## config.mk

```make
export PLATFORM = sky130hd
export DESIGN_NAME = serial_link_ctrl_status
export DESIGN_NICKNAME = d
export VERILOG_FILES = /design/src/verilog/link_pkg.sv /design/src/verilog/link_sync2.sv /design/src/verilog/sample_fifo.sv /design/src/verilog/serial_link_ctrl_status.sv
export SDC_FILE = /design/constraint.sdc
export NUM_CORES = 1
export LEC_CHECK = 0
export BUFFER_PORTS_ARGS = -buffer_cell sky130_fd_sc_hd__buf_4
export CAP_MARGIN = 10
export CELL_PAD_IN_SITES_DETAIL_PLACEMENT = 1
export CELL_PAD_IN_SITES_GLOBAL_PLACEMENT = 1
export CORE_UTILIZATION = 30
export DETAILED_ROUTE_END_ITERATION = 16
export PLACE_DENSITY = 0.57
export SETUP_SLACK_MARGIN = 0.15
export SLEW_MARGIN = 25
export SYNTH_ARGS = -nofsm -noshare
export SYNTH_HDL_FRONTEND = slang
export SYNTH_SLANG_ARGS = --single-unit
export TNS_END_PERCENT = 50
```

## constraint.sdc

```tcl
create_clock -name pclk -period 2.7 [get_ports pclk]
set_input_delay 0.135 -clock pclk [delete_from_list [all_inputs] [get_ports pclk]]
set_output_delay 0.135 -clock pclk [all_outputs]
set_load 0.03 [all_outputs]
```

## src/verilog/link_pkg.sv

```systemverilog
// shared constants for the serial link control and status block
// assumes an APB master on pclk and one octet per lane symbol per cycle
package link_pkg;

    // register indices, byte address is four times the index
    localparam logic [11:0] PLL_STATUS_IDX   = 12'h56f;
    localparam logic [11:0] LINK_CTRL1_IDX   = 12'h571;
    localparam logic [15:0] PLL_STATUS_ADDR  = {2'b00, PLL_STATUS_IDX, 2'b00};
    localparam logic [15:0] LINK_CTRL1_ADDR  = {2'b00, LINK_CTRL1_IDX, 2'b00};

    // status register fields
    localparam int          LOCK_BIT         = 7;
    localparam int          LOSS_BIT         = 3;

    // first link control register fields
    localparam int          STBY_MODE_BIT    = 7;
    localparam int          TAIL_PN_BIT      = 6;
    localparam int          LONG_TEST_BIT    = 5;
    localparam int          LANE_SYNC_BIT    = 4;
    localparam int          ALIGN_MODE_LSB   = 2;
    localparam int          CHAR_INS_DIS_BIT = 1;
    localparam int          POWER_DOWN_BIT   = 0;
    localparam logic [7:0]  CTRL1_RESET      = 8'h14;

    // initial lane alignment modes
    localparam logic [1:0]  ALIGN_OFF        = 2'h0;
    localparam logic [1:0]  ALIGN_ONCE       = 2'h1;
    localparam logic [1:0]  ALIGN_LOOP       = 2'h3;

    // control characters (8b/10b k codes)
    localparam logic [7:0]  K_28_0           = 8'h1c;
    localparam logic [7:0]  K_28_3           = 8'h7c;
    localparam logic [7:0]  K_28_5           = 8'hbc;
    localparam logic [7:0]  K_28_7           = 8'hfc;

    // framing and buffering defaults
    localparam int          FRAME_OCTETS     = 2;
    localparam int          FRAMES_PER_MF    = 4;
    localparam int          ALIGN_MFS        = 4;
    localparam int          FIFO_DEPTH       = 8;
    localparam int          SAMPLE_W         = 8;

endpackage

```

## src/verilog/link_sync2.sv

```systemverilog
// two flip-flop synchroniser for levels arriving from pins
// assumes the inputs are slow levels, not pulses shorter than a cycle
module link_sync2 #(
    parameter int W = 1
) (
    input  wire logic         pclk,
    input  wire logic         presetn,
    input  wire logic [W-1:0] din,
    output logic      [W-1:0] dout
);

    // first stage feeds the second stage only
    typedef struct packed {
        logic [W-1:0] s1;
        logic [W-1:0] s2;
    } sync_st_t;

    sync_st_t s;      // registered state
    sync_st_t nxt_s;  // next state

    // next-state logic
    always_comb begin
        nxt_s    = s;
        nxt_s.s1 = din;
        nxt_s.s2 = s.s1;
    end

    // state registers
    always_ff @(posedge pclk or negedge presetn) begin
        if (!presetn) begin
            s <= '0;
        end else begin
            s <= nxt_s;
        end
    end

    assign dout = s.s2;

endmodule

```

## src/verilog/sample_fifo.sv

```systemverilog
// small synchronous fifo between the converter samples and the lane
// assumes one clock; pushes and pops may happen in the same cycle
module sample_fifo #(
    parameter int WIDTH = 8,
    parameter int DEPTH = 8
) (
    input  wire logic             pclk,
    input  wire logic             presetn,
    input  wire logic [WIDTH-1:0] in_data,
    input  wire logic             in_valid,
    output logic                  in_ready,
    output logic      [WIDTH-1:0] out_data,
    output logic                  out_valid,
    input  wire logic             out_ready
);

    localparam int AW = (DEPTH > 1) ? $clog2(DEPTH) : 1;
    localparam int CW = $clog2(DEPTH + 1);

    // refuse shapes the pointer logic cannot serve
    if (DEPTH < 2 || WIDTH < 1) begin : g_bad_shape
        $error("sample_fifo needs DEPTH >= 2 and WIDTH >= 1");
    end

    typedef struct packed {
        logic [DEPTH-1:0][WIDTH-1:0] mem;   // storage words
        logic [AW-1:0]               wr;    // write pointer
        logic [AW-1:0]               rd;    // read pointer
        logic [CW-1:0]               count; // words held
        logic                        full;  // registered so ready is a flop
    } fifo_st_t;

    fifo_st_t s;
    fifo_st_t nxt_s;
    logic     push;
    logic     pop;

    // pointer and count update
    always_comb begin
        nxt_s = s;
        push  = in_valid && !s.full;
        pop   = out_ready && (s.count != '0);
        if (push) begin
            nxt_s.mem[s.wr] = in_data;
            nxt_s.wr = (s.wr == AW'(DEPTH - 1)) ? '0 : AW'(s.wr + 1'b1);
        end
        if (pop) begin
            nxt_s.rd = (s.rd == AW'(DEPTH - 1)) ? '0 : AW'(s.rd + 1'b1);
        end
        // simultaneous push and pop leaves the count alone
        if (push && !pop) begin
            nxt_s.count = CW'(s.count + 1'b1);
        end else if (pop && !push) begin
            nxt_s.count = CW'(s.count - 1'b1);
        end
        nxt_s.full = (nxt_s.count == CW'(DEPTH));
    end

    // state registers
    always_ff @(posedge pclk or negedge presetn) begin
        if (!presetn) begin
            s <= '0;
        end else begin
            s <= nxt_s;
        end
    end

    assign in_ready  = !s.full;
    assign out_valid = (s.count != '0);
    assign out_data  = s.mem[s.rd];

endmodule

```

## src/verilog/serial_link_ctrl_status.sv

```systemverilog
// serial link control and status registers with the lane symbol source
// assumes an APB master on pclk, pins for lock and sync request
// Operation
// - loss of lock sets sticky status bit 3
// - only writing control bit 0 clears sticky bit
// - standby mode 0 sends zero samples
// - standby mode 1 sends K28.5 characters
// - bit 5 sends long transport test samples
// - bit 4 picks K28.3 plus K28.7 or K28.7
// - bits 3:2 omit, send once, or loop alignment
// - bit 1 zero enables alignment character insertion
// - bit 1 one disables character insertion, debug
// - bit 0 zero runs link, sync governs
// - bit 0 one holds link reset, clock gated
//
// Register access over APB is this design's own decision.
module serial_link_ctrl_status
    import link_pkg::*;
#(
    parameter int OCTETS  = FRAME_OCTETS,
    parameter int FRAMES  = FRAMES_PER_MF,
    parameter int ALIGNS  = ALIGN_MFS,
    parameter int DEPTH   = FIFO_DEPTH
) (
    input  wire logic        pclk,
    input  wire logic        presetn,
    input  wire logic [15:0] paddr,
    input  wire logic        psel,
    input  wire logic        penable,
    input  wire logic        pwrite,
    input  wire logic [31:0] pwdata,
    input  wire logic [3:0]  pstrb,
    output logic      [31:0] prdata,
    output logic             pready,
    output logic             pslverr,
    input  wire logic        pll_locked,
    input  wire logic        sync_request_input_n,
    input  wire logic        standby,
    input  wire logic [7:0]  sample_data,
    input  wire logic        sample_valid,
    output logic             sample_ready,
    output logic      [7:0]  lane_data,
    output logic             lane_is_k,
    output logic             lane_valid,
    output logic             link_rst_n,
    output logic             lane_clk_en
);

    localparam int OW = (OCTETS > 1) ? $clog2(OCTETS) : 1;
    localparam int FW = (FRAMES > 1) ? $clog2(FRAMES) : 1;
    localparam int MW = (ALIGNS > 1) ? $clog2(ALIGNS) : 1;

    // framing needs a first and a last octet and frame
    if (OCTETS < 2 || FRAMES < 2 || ALIGNS < 1) begin : g_bad_frame
        $error("serial_link_ctrl_status framing parameters too small");
    end

    typedef enum logic [1:0] {
        ST_OFF,    // link held in reset
        ST_CGS,    // code group synchronization
        ST_ALIGN,  // initial lane alignment multiframes
        ST_DATA    // user data frames
    } link_state_t;

    typedef struct packed {
        link_state_t   state;    // link layer state
        logic [7:0]    ctrl;     // first link control register
        logic          loss;     // sticky loss of lock
        logic          lock_q;   // lock one cycle ago, for edges
        logic [OW-1:0] oct;      // octet within frame
        logic [FW-1:0] frm;      // frame within multiframe
        logic [MW-1:0] mf;       // alignment multiframe count
        logic [7:0]    prev;     // last octet of previous frame
        logic [31:0]   prdata;   // read data
        logic          pready;   // access completes
        logic          pslverr;  // unmapped address
        logic [7:0]    lane_data;
        logic          lane_k;
        logic          lane_valid;
        logic          link_rst_n;
        logic          clk_en;
    } top_st_t;

    localparam top_st_t RESET_ST = '{state: ST_OFF, ctrl: CTRL1_RESET,
                                     default: '0};

    top_st_t     s;            // registered state
    top_st_t     nxt_s;        // next state
    logic [1:0]  pins_s;       // synchronised pins
    logic        lock_s;       // pll lock after synchroniser
    logic        sync_req;     // receiver asks for synchronization
    logic [7:0]  fifo_data;    // head sample
    logic        fifo_valid;   // head sample present
    logic        fifo_ready;   // lane consumes the head
    logic        hit_pll;      // address hits status
    logic        hit_ctl;      // address hits control
    logic        rd_pll;       // status read being answered
    logic        clr_loss;     // write of one to control bit 0
    logic        emit;         // a symbol goes out this cycle
    logic [7:0]  sym;          // symbol value
    logic        sym_k;        // symbol is a control character
    logic [7:0]  raw;          // data octet before insertion
    logic [7:0]  test_val;     // long transport test sample
    logic        last_oct;
    logic        last_frm;
    logic [1:0]  amode;        // alignment mode field
    logic        stby_cgs;     // standby asks for K28.5

    // both pins are asynchronous levels
    link_sync2 #(
        .W (2)
    ) u_sync (
        .pclk    (pclk),
        .presetn (presetn),
        .din     ({pll_locked, sync_request_input_n}),
        .dout    (pins_s)
    );

    assign lock_s   = pins_s[1];
    assign sync_req = !pins_s[0];

    sample_fifo #(
        .WIDTH (SAMPLE_W),
        .DEPTH (DEPTH)
    ) u_fifo (
        .pclk      (pclk),
        .presetn   (presetn),
        .in_data   (sample_data),
        .in_valid  (sample_valid),
        .in_ready  (sample_ready),
        .out_data  (fifo_data),
        .out_valid (fifo_valid),
        .out_ready (fifo_ready)
    );

    // data frames drain the buffer; test and zero modes discard samples
    assign fifo_ready = (s.state == ST_DATA);

    assign hit_pll  = (paddr == PLL_STATUS_ADDR);
    assign hit_ctl  = (paddr == LINK_CTRL1_ADDR);
    assign rd_pll   = psel && penable && !s.pready && !pwrite && hit_pll;
    assign clr_loss = psel && penable && s.pready && pwrite && hit_ctl &&
                      pstrb[0] && pwdata[POWER_DOWN_BIT];
    assign amode    = s.ctrl[ALIGN_MODE_LSB +: 2];
    assign stby_cgs = standby && s.ctrl[STBY_MODE_BIT];
    assign last_oct = (s.oct == OW'(OCTETS - 1));
    assign last_frm = (s.frm == FW'(FRAMES - 1));
    assign test_val = 8'(int'(s.frm) * OCTETS + int'(s.oct));

    // registers, sticky flag, link sequencing and lane symbol
    always_comb begin
        nxt_s        = s;
        nxt_s.lock_q = lock_s;
        emit         = 1'b0;
        sym          = 8'h00;
        sym_k        = 1'b0;
        raw          = 8'h00;

        // first access cycle loads the answer, second completes it
        nxt_s.pready = 1'b0;
        if (psel && penable && !s.pready) begin
            nxt_s.pready  = 1'b1;
            nxt_s.pslverr = !(hit_pll || hit_ctl);
            nxt_s.prdata  = 32'h0000_0000;
            if (!pwrite && hit_pll) begin
                nxt_s.prdata[LOCK_BIT] = lock_s;
                nxt_s.prdata[LOSS_BIT] = s.loss;
            end else if (!pwrite && hit_ctl) begin
                nxt_s.prdata[7:0] = s.ctrl;
            end
        end
        // a write lands on the edge where the master sees pready
        if (psel && penable && s.pready && pwrite && hit_ctl && pstrb[0]) begin
            nxt_s.ctrl = pwdata[7:0];
        end

        // set wins over clear so no loss event is dropped
        if (clr_loss) begin
            nxt_s.loss = 1'b0;
        end
        if (s.lock_q && !lock_s) begin
            nxt_s.loss = 1'b1;
        end

        // symbol for the current state
        case (s.state)
            ST_OFF: begin
                emit = 1'b0;
            end
            ST_CGS: begin
                emit  = 1'b1;
                sym   = K_28_5;
                sym_k = 1'b1;
            end
            ST_ALIGN: begin
                emit = 1'b1;
                if (s.oct == '0 && s.frm == '0) begin
                    sym   = K_28_0;
                    sym_k = 1'b1;
                end else if (last_oct && last_frm) begin
                    sym   = K_28_3;
                    sym_k = 1'b1;
                end else begin
                    sym = 8'(s.oct);
                end
            end
            ST_DATA: begin
                if (s.ctrl[LONG_TEST_BIT]) begin
                    emit = 1'b1;
                    raw  = test_val;
                end else if (standby && !s.ctrl[STBY_MODE_BIT]) begin
                    emit = 1'b1;
                    raw  = 8'h00;
                end else if (fifo_valid) begin
                    emit = 1'b1;
                    raw  = fifo_data;
                end
                sym = raw;
                // repeated frame end octet becomes an alignment character
                if (last_oct && !s.ctrl[CHAR_INS_DIS_BIT] &&
                    raw == s.prev) begin
                    sym_k = 1'b1;
                    if (last_frm && s.ctrl[LANE_SYNC_BIT]) begin
                        sym = K_28_3;
                    end else begin
                        sym = K_28_7;
                    end
                end
            end
            default: begin
                emit = 1'b0;
            end
        endcase

        // framing counters advance only with a symbol; an empty
        // buffer stalls the frame instead of inventing data
        if (emit && (s.state == ST_ALIGN || s.state == ST_DATA)) begin
            if (last_oct) begin
                nxt_s.oct = '0;
                nxt_s.frm = last_frm ? '0 : FW'(s.frm + 1'b1);
                if (s.state == ST_DATA) begin
                    nxt_s.prev = raw;
                end
            end else begin
                nxt_s.oct = OW'(s.oct + 1'b1);
            end
        end

        // state sequencing, power down has the highest priority
        if (s.ctrl[POWER_DOWN_BIT]) begin
            nxt_s.state = ST_OFF;
        end else if (s.state == ST_OFF || sync_req || stby_cgs) begin
            nxt_s.state = ST_CGS;
            nxt_s.oct   = '0;
            nxt_s.frm   = '0;
            nxt_s.mf    = '0;
            nxt_s.prev  = 8'h00;
        end else begin
            case (s.state)
                ST_CGS: begin
                    // mode 10 is undefined and treated as send once
                    if (amode == ALIGN_OFF) begin
                        nxt_s.state = ST_DATA;
                    end else begin
                        nxt_s.state = ST_ALIGN;
                    end
                end
                ST_ALIGN: begin
                    if (emit && last_oct && last_frm) begin
                        if (amode == ALIGN_LOOP) begin
                            nxt_s.mf = '0;
                        end else if (s.mf == MW'(ALIGNS - 1)) begin
                            nxt_s.state = ST_DATA;
                        end else begin
                            nxt_s.mf = MW'(s.mf + 1'b1);
                        end
                    end
                end
                default: begin
                    nxt_s.state = s.state;
                end
            endcase
        end

        // registered lane outputs, link reset follows control bit 0
        nxt_s.lane_valid = emit;
        nxt_s.lane_data  = sym;
        nxt_s.lane_k     = sym_k;
        nxt_s.link_rst_n = !s.ctrl[POWER_DOWN_BIT];
        nxt_s.clk_en     = !s.ctrl[POWER_DOWN_BIT];
    end

    // state registers
    always_ff @(posedge pclk or negedge presetn) begin
        if (!presetn) begin
            s <= RESET_ST;
        end else begin
            s <= nxt_s;
        end
    end

    assign prdata      = s.prdata;
    assign pready      = s.pready;
    assign pslverr     = s.pslverr;
    assign lane_data   = s.lane_data;
    assign lane_is_k   = s.lane_k;
    assign lane_valid  = s.lane_valid;
    assign link_rst_n  = s.link_rst_n;
    assign lane_clk_en = s.clk_en;

    property p_lock_read;
        @(posedge pclk) disable iff (!presetn)
        rd_pll |=> (s.prdata[LOCK_BIT] == $past(lock_s)) && s.pready;
    endproperty
    a_lock_read: assert property (p_lock_read)
        else $error("lock bit read does not match pll lock");

    property p_loss_set;
        @(posedge pclk) disable iff (!presetn)
        $fell(lock_s) |=> s.loss ##1 (s.loss || $past(clr_loss));
    endproperty
    a_loss_set: assert property (p_loss_set)
        else $error("loss of lock not captured");

    property p_loss_clear;
        @(posedge pclk) disable iff (!presetn)
        $fell(s.loss) |-> $past(clr_loss);
    endproperty
    a_loss_clear: assert property (p_loss_clear)
        else $error("sticky loss cleared without a write");

    property p_standby_zero;
        @(posedge pclk) disable iff (!presetn)
        (s.state == ST_DATA && standby && !s.ctrl[STBY_MODE_BIT] &&
         !s.ctrl[LONG_TEST_BIT])
        |=> lane_valid && (lane_is_k || lane_data == 8'h00);
    endproperty
    a_standby_zero: assert property (p_standby_zero)
        else $error("standby did not send zero samples");

    property p_standby_cgs;
        @(posedge pclk) disable iff (!presetn)
        (stby_cgs && !s.ctrl[POWER_DOWN_BIT])
        |=> s.state == ST_CGS ##1 (lane_is_k && lane_data == K_28_5);
    endproperty
    a_standby_cgs: assert property (p_standby_cgs)
        else $error("standby did not force K28.5");

    property p_long_test;
        @(posedge pclk) disable iff (!presetn)
        (s.state == ST_DATA && s.ctrl[LONG_TEST_BIT])
        |=> lane_valid && (lane_is_k || lane_data == $past(test_val));
    endproperty
    a_long_test: assert property (p_long_test)
        else $error("long transport test sample wrong");

    property p_k283_needs_sync;
        @(posedge pclk) disable iff (!presetn)
        ($past(s.state) == ST_DATA && lane_is_k && lane_data == K_28_3)
        |-> $past(s.ctrl[LANE_SYNC_BIT]);
    endproperty
    a_k283_needs_sync: assert property (p_k283_needs_sync)
        else $error("K28.3 inserted while lane sync is off");

    property p_align_skip;
        @(posedge pclk) disable iff (!presetn)
        ($past(s.state) == ST_CGS && s.state == ST_ALIGN)
        |-> $past(amode) != ALIGN_OFF;
    endproperty
    a_align_skip: assert property (p_align_skip)
        else $error("alignment sent while disabled");

    property p_no_insert;
        @(posedge pclk) disable iff (!presetn)
        (s.state == ST_DATA && s.ctrl[CHAR_INS_DIS_BIT]) |=> !lane_is_k;
    endproperty
    a_no_insert: assert property (p_no_insert)
        else $error("character inserted while disabled");

    property p_power_down;
        @(posedge pclk) disable iff (!presetn)
        s.ctrl[POWER_DOWN_BIT]
        |=> (s.state == ST_OFF) && !link_rst_n && !lane_clk_en;
    endproperty
    a_power_down: assert property (p_power_down)
        else $error("link not held in reset at power down");

endmodule

```

==> impl_metrics.csv, run 1 <==
group,metric,value,unit
layout,layout_commonest_cell,"dfrtp_1",
yosys,synthFlopType,"dfrtp_1",
yosys,synth_top_family_by_area,"multiplexers",
grt,grt_first_pass_wirelength,24900,um
placed_design,port-buffer-count,64,
power_and_ir_drop,power_frac_clock,32.4,%
timing,period_share,92.6,%
setup_path,path_cells,"inv_1, ha_1, nor3b_2, or3_4, buf_8, or3_2, nand4b_1, nor4_4, buf_6, a211o_1",
power_and_ir_drop,pwr-share-seq,40.2,%
timing,hold_slack,0.0120,ns
hold_path,hold_class,"in2reg",
routing,drt-initial-drc-count,127,
placed_design,detailedPlacementHpwl,10600,um
power_and_ir_drop,swShare,30.0,%
setup_path,startpoint,"u_fifo.s[1]",
timing,rsz0062_at_grt,"true",
routing,first_pass_iters,4,
layout,n_fill_cell,2175,
setup_path,cp_data_required_time,3.00,ns
layout,drive_above_1_share,36.9,%
status,status,"finished, final reports clean",
yosys,yosys.area_share.simple,10.1,%
timing,slew_headroom,42.5,%
hold_path,worstHoldStart,"sample_data[6]",
floorplanning,rows,52,
setup_path,crit_type,"reg2reg",
timing,setup_ws,0.201,ns
routing,post-route-drc-count,0,
clocking,cts_root_buf,"clkbuf_16",
layout,synthToLayoutAreaGrowth,25.2,%
yosys,synthArstFlopShare,100,%
yosys,avgSynthCellArea,12.2,um^2
yosys,synth_seq_area_share,49.8,%
layout,fin_nets,699,
floorplanning,die_h,147,um
yosys,synthAdderAreaFrac,2.99,%
grt,grt_pass1_vias,4608,
yosys,yosys_warnings,0,
timing,fin_worst_skew,0.0116,ns
floorplanning,dieArea,21500,um^2
timing,fin_crit,2.50,ns
yosys,synth.distinct_cells,57,
floorplanning,ios,116,
clocking,cts_tree,"done",
yosys,synth_seq_cells,125,
setup_path,cp_num_buf_inv,3,
yosys,synth_edf_count,0,
floorplanning,start_util,30.9,%
setup_path,critPathTopFamily,"simple AND/OR/NAND/NOR gates",
yosys,synth-xor-area-share,0.697,%
power_and_ir_drop,total_power,6820,uW
timing,maxSlewViolCount,0,
power_and_ir_drop,p_int,4770,uW
floorplanning,die_w,147,um
timing,setup_viol,0,
clocking,numClockSinks,125,
timing,finalSetupTns,0,ns
setup_path,startpoint_type,"register",
routing,postRouteAntennaNets,0,
grt,grt_start_max_net_pins,68,
yosys,synth_compound_area_share,6.67,%
setup_path,cpPeakStageDelay,0.44,ns
timing,tightest_slew,0.860,ns
yosys,synth_area,6280,um^2
setup_path,worst-path-max-fanout,9,
timing,finalHoldViolCount,0,
timing,clock.fmax,400,MHz
power_and_ir_drop,powerDensity,866,nW/um^2
power_and_ir_drop,comb_power_share,27.4,%
setup_path,cp_slowest_cell,"or3_2",
routing,wirelength,14900,um
clocking,clk_path_buf_depth,2,
yosys,syn_inst,513,
placed_design,dp_slack,-0.0578,ns
clocking,cts-buffers-inserted,17,
routing,routed-via-count,4215,
grt,overflow,0,
grt,groute.usage.overall,15.1,%
placed_design,place.gp.congestion,0.783,
layout,antenna_cells,0,
layout,regArea,3130,um^2
setup_path,end_kind,"register",
power_and_ir_drop,leakagePower,0.00356,uW
layout,final_cell_mix,"dfrtp_1, buf_4, mux2_2",
grt,antenna_found_initial,0,
clocking,clk_latency,0.43,ns
floorplanning,core_area,20400,um^2
setup_path,arrival,2.80,ns
layout,multiInputGateArea,2770,um^2
flow_run,cap_violations,0,
routing,wl_per_cell,16.6,um
routing,via_per_inst,4.69,
power_and_ir_drop,max-vdd-ir-drop,0.000465,V
clocking,clk_pin_slew,0.06,ns
power_and_ir_drop,switching_power,2040,uW
yosys,muxShareOfSynthArea,21.5,%
clocking,h-tree-depth,4,
setup_path,r2r-start,"u_fifo.s[1]",
==> flip-flops by register name, summed over array words and instances, names as in the netlist, 2 cells and up <==
| name | count |
|---|---|
| u_sync.dout | 2 |
| u_fifo.s | 75 |
| amode | 2 |
| prdata | 8 |
| u_sync.nxt_s | 2 |
| lane_data | 8 |
| s | 22 |
==> cell families after synthesis <==
logic type	count (synthesis)
compound gates	60
xor+xnor	5
fa+ha+maj	15
buf+inv	76
flops	125
mux	108
other cells	1
simple gates	123
==> per-layer routing <==
metal  GRT usage (%)  up-vias  part of all wire, %
met5               0        -                    0
met4            6.15        0                  1.5
met3            3.04       14                  3.2
met2            25.9       76                   51
met1            18.4     2140                   44
li1                -     1985                    -
==> stage by stage <==
stage / cell area [um^2] / instances / util, %
6_report: 7870 / 898 / 38.6
5_1_grt: 7870 / 898 / 38.6
4_1_cts: 7770 / 893 / 38.1
3_5_place_dp: 6990 / 844 / 34.3
3_3_place_gp: 6990 / 844 / 34.3
2_1_floorplan: 6370 / 536 / -
==> synthesized netlist by cell type (5+ instances only) <==
cell type	number	area share (%)
nor2_1	35	2.1
nor3_1	9	0.72
o21ai_0	16	1.3
mux4_1	7	2.9
mux4_2	5	1.8
nand2_1	32	1.9
mux2_2	73	13
mux2i_1	23	3.7
nand3_1	5	0.40
buf_4	41	4.9
ha_1	15	3.0
a21oi_1	5	0.40
clkbuf_1	8	0.48
a22o_1	7	0.98
inv_1	19	1.1
o31ai_1	5	0.60
dfrtp_1	123	49
==> final timing paths <==
path                                       end  slack, ns  cells after the start
worst max-delay path              lane_data[7]       0.20                     10
worst min-delay path              u_fifo.s[41]       0.01                      2
worst max register to register    lane_data[7]       0.20                     10
worst min register to register  u_sync.dout[0]       0.35                      0
max in group asynchronous          u_fifo.s[5]       1.77                      3
min in group asynchronous            prdata[3]       0.20                      2
==> timing repair <==
item | 4_1_cts | 5_1_grt
endpoints found under the hold margin | 78 | 0
setup buffers | 0 | 4
resized for setup | 8 | 11
endpoints found under the setup margin | 9 | 10
hold buffers | 17 | 0
gates cloned | 0 | 1
==> power by group through the flow <==
stage | combinational, uW | sequential [uW] | clock, uW
2_1_floorplan | 1290 | 2650 | 0
3_3_place_gp | 1720 | 2710 | 0
3_5_place_dp | 1800 | 2770 | 0
4_1_cts | 1850 | 2730 | 2270
5_1_grt | 2060 | 2820 | 2360
6_report | 1870 | 2740 | 2210
==> layout make-up <==
type	instances	share of cell area (%)
repair buffers	117	12.4
well taps	270	4.30
clock inverters	14	1.75
inverters	19	0.907
multi-input cells	335	35.2
flip-flops and latches	125	39.9
clock buffers	18	5.58
No activity file was read; power rests on OpenSTA's default activity.
==> run 2, diff against run 1 <==
--- a/config.mk
+++ b/config.mk
@@ -11,6 +11,7 @@
 export CELL_PAD_IN_SITES_GLOBAL_PLACEMENT = 1
 export CORE_UTILIZATION = 30
 export DETAILED_ROUTE_END_ITERATION = 16
+export GPL_TIMING_DRIVEN = 1
 export PLACE_DENSITY = 0.57
 export SETUP_SLACK_MARGIN = 0.15
 export SLEW_MARGIN = 25
==> constraint.sdc (replaced) <==
create_clock -name pclk -period 2.1 [get_ports pclk]
set_input_delay 0.105 -clock pclk [delete_from_list [all_inputs] [get_ports pclk]]
set_output_delay 0.105 -clock pclk [all_outputs]
set_load 0.03 [all_outputs]
==> run 2 against run 1 <==
- the run now ends with negative setup slack left
- hold slack better by 0.13 ns
- register-to-register slack worse by 0.70 ns
- die area unchanged
- clock power up 38%
- final cell count up 4.9%
- setup slack worse by 0.70 ns
- first-iteration DRC count down 8.7%
- total power up 43%
- global-route usage up 1.3 points
- wire length up 12%
- combinational power up 66%
==> impl_metrics.csv, run 2 (synthesized netlist as in run 1, its figures left out) <==
group,metric,value,unit
status,status,"finished, violations left",
status,violations,"negative setup slack",
clocking,h-tree-depth,4,
clocking,cts-buffers-inserted,17,
clocking,cts_root_buf,"clkbuf_16",
setup_path,end_kind,"register",
timing,fin_worst_skew,0.0122,ns
timing,setup_viol,10,
power_and_ir_drop,leakagePower,0.00387,uW
timing,tightest_slew,0.660,ns
timing,maxSlewViolCount,0,
routing,wl_per_cell,17.7,um
clocking,numClockSinks,125,
hold_path,hold_class,"in2reg",
routing,postRouteAntennaNets,0,
layout,final_cell_mix,"buf_4, dfrtp_1, mux2_2",
timing,period_share,124,%
timing,fin_crit,2.60,ns
floorplanning,rows,52,
floorplanning,start_util,30.9,%
grt,overflow,0,
layout,drive_above_1_share,46.4,%
layout,largest_register_ffs,75,
setup_path,arrival,2.91,ns
timing,finalHoldViolCount,0,
timing,rsz0062_at_grt,"true",
placed_design,dp_cells,865,
timing,slew_headroom,56.0,%
layout,synthToLayoutAreaGrowth,36.9,%
layout,instances_no_fill,942,
grt,grt_start_max_net_pins,48,
placed_design,port-buffer-count,64,
routing,routed-via-count,4468,
timing,setup_ws,-0.504,ns
grt,groute.usage.overall,16.4,%
grt,antenna_found_initial,0,
routing,drt-initial-drc-count,116,
setup_path,startpoint_type,"register",
setup_path,crit_type,"reg2reg",
layout,top_register,"u_fifo.s",
placed_design,place.gp.congestion,0.775,
layout,reg.largest.list,"u_fifo.s (75), s (22)",
routing,wirelength,16600,um
floorplanning,die_h,147,um
grt,grt_first_pass_wirelength,27000,um
layout,antenna_cells,0,
layout,n_fill_cell,2135,
routing,first_pass_iters,4,
clocking,cts_tree,"done",
power_and_ir_drop,powerDensity,1130,nW/um^2
setup_path,cp_data_required_time,2.40,ns
power_and_ir_drop,max-vdd-ir-drop,0.000565,V
layout,fin_nets,743,
routing,post-route-drc-count,0,
clocking,clk_pin_slew,0.06,ns
timing,hold_slack,0.141,ns
floorplanning,ios,116,
grt,grt_pass1_vias,4927,
clocking,clk_latency,0.42,ns
setup_path,worst-path-max-fanout,4,
placed_design,detailedPlacementHpwl,11400,um
clocking,clk_path_buf_depth,2,
floorplanning,dieArea,21500,um^2
timing,clock.fmax,384,MHz
layout,layout_commonest_cell,"buf_4",
floorplanning,die_w,147,um
routing,via_per_inst,4.74,
timing,finalSetupTns,-3.83,ns
flow_run,cap_violations,0,
floorplanning,core_area,20400,um^2
[run 2: cell count changes in the layout (fill, tap and decap cells not counted), moves of 5 or more]
cell	before	now
mux2i_4	0	6
o21ai_1	2	10
o21ai_0	14	4
buf_12	1	6
buf_6	2	10
buf_4	94	124
nor2_1	35	30
mux2i_1	22	14
[run 2: repair_timing]
action | in CTS | in global routing
pin swaps | 15 | 28
hold buffers | 20 | 0
buffers inserted | 13 | 10
setup endpoints to repair | 25 | 35
gates cloned | 1 | 1
gates resized for setup | 49 | 43
endpoints found under the hold margin | 121 | 0
[run 2: area by class of cell]
cell class | count | area (um^2) | area share [%]
clock buffer | 26 | 509 | 5.92
sequential | 125 | 3130 | 36.4
timing repair buffer | 161 | 1390 | 16.1
clock inverter | 6 | 109 | 1.27
multi-input combinational | 335 | 3050 | 35.5
inverter | 19 | 71.3 | 0.829
tap | 270 | 338 | 3.93
[run 2: layer usage]
layer / part of all wire (%) / global-route usage [%] / vias up
met4: 0.93 / 5.05 / 0
met2: 52 / 28.1 / 69
li1: - / - / 2075
met1: 44 / 20.4 / 2312
met3: 2.7 / 3.85 / 12
met5: 0 / 0 / -
[run 2: worst max-delay path, cell delays in order (launching register included)]
cell	delay [ns]
dfrtp_1	0.36
inv_2	0.07
ha_4	0.15
nor3b_4	0.14
or3_4	0.37
buf_6	0.14
or4_4	0.51
o2111ai_4	0.11
nor4_4	0.08
buf_4	0.14
buf_4	0.15
a211o_1	0.24
[run 2: where the power goes]
part	switching [uW]	total [uW]	internal, uW
logic	1360	3100	1740
clock network	1030	3050	2020
registers	466	3590	3120
total	2850	9740	6890
[run 2: path summary, 6_finish.rpt]
check                                      from        endpoint  slack [ns]  depth (start not counted)
worst min-delay path                   paddr[6]         pslverr        0.14                          4
worst min register to register  u_sync.nxt_s[1]  u_sync.dout[1]        0.34                          0
min in group asynchronous               presetn         pslverr        0.26                          2
max in group asynchronous               presetn           s[65]        1.12                          3
worst max-delay path                u_fifo.s[2]    lane_data[7]       -0.50                         11
worst max register to register      u_fifo.s[2]    lane_data[7]       -0.50                         11
[run 2: through the flow]
stage / setup slack, ns / power (uW) / util (%) / cell area (um^2)
after floorplan: -0.507 / 5110 / - / 6400
after global placement: -0.462 / 5880 / 35.4 / 7210
after detailed placement: -0.558 / 6030 / 35.4 / 7210
after CTS: -0.442 / 9570 / 40.8 / 8300
after global routing: -0.599 / 10300 / 42.2 / 8600
final: -0.504 / 9740 / 42.2 / 8600
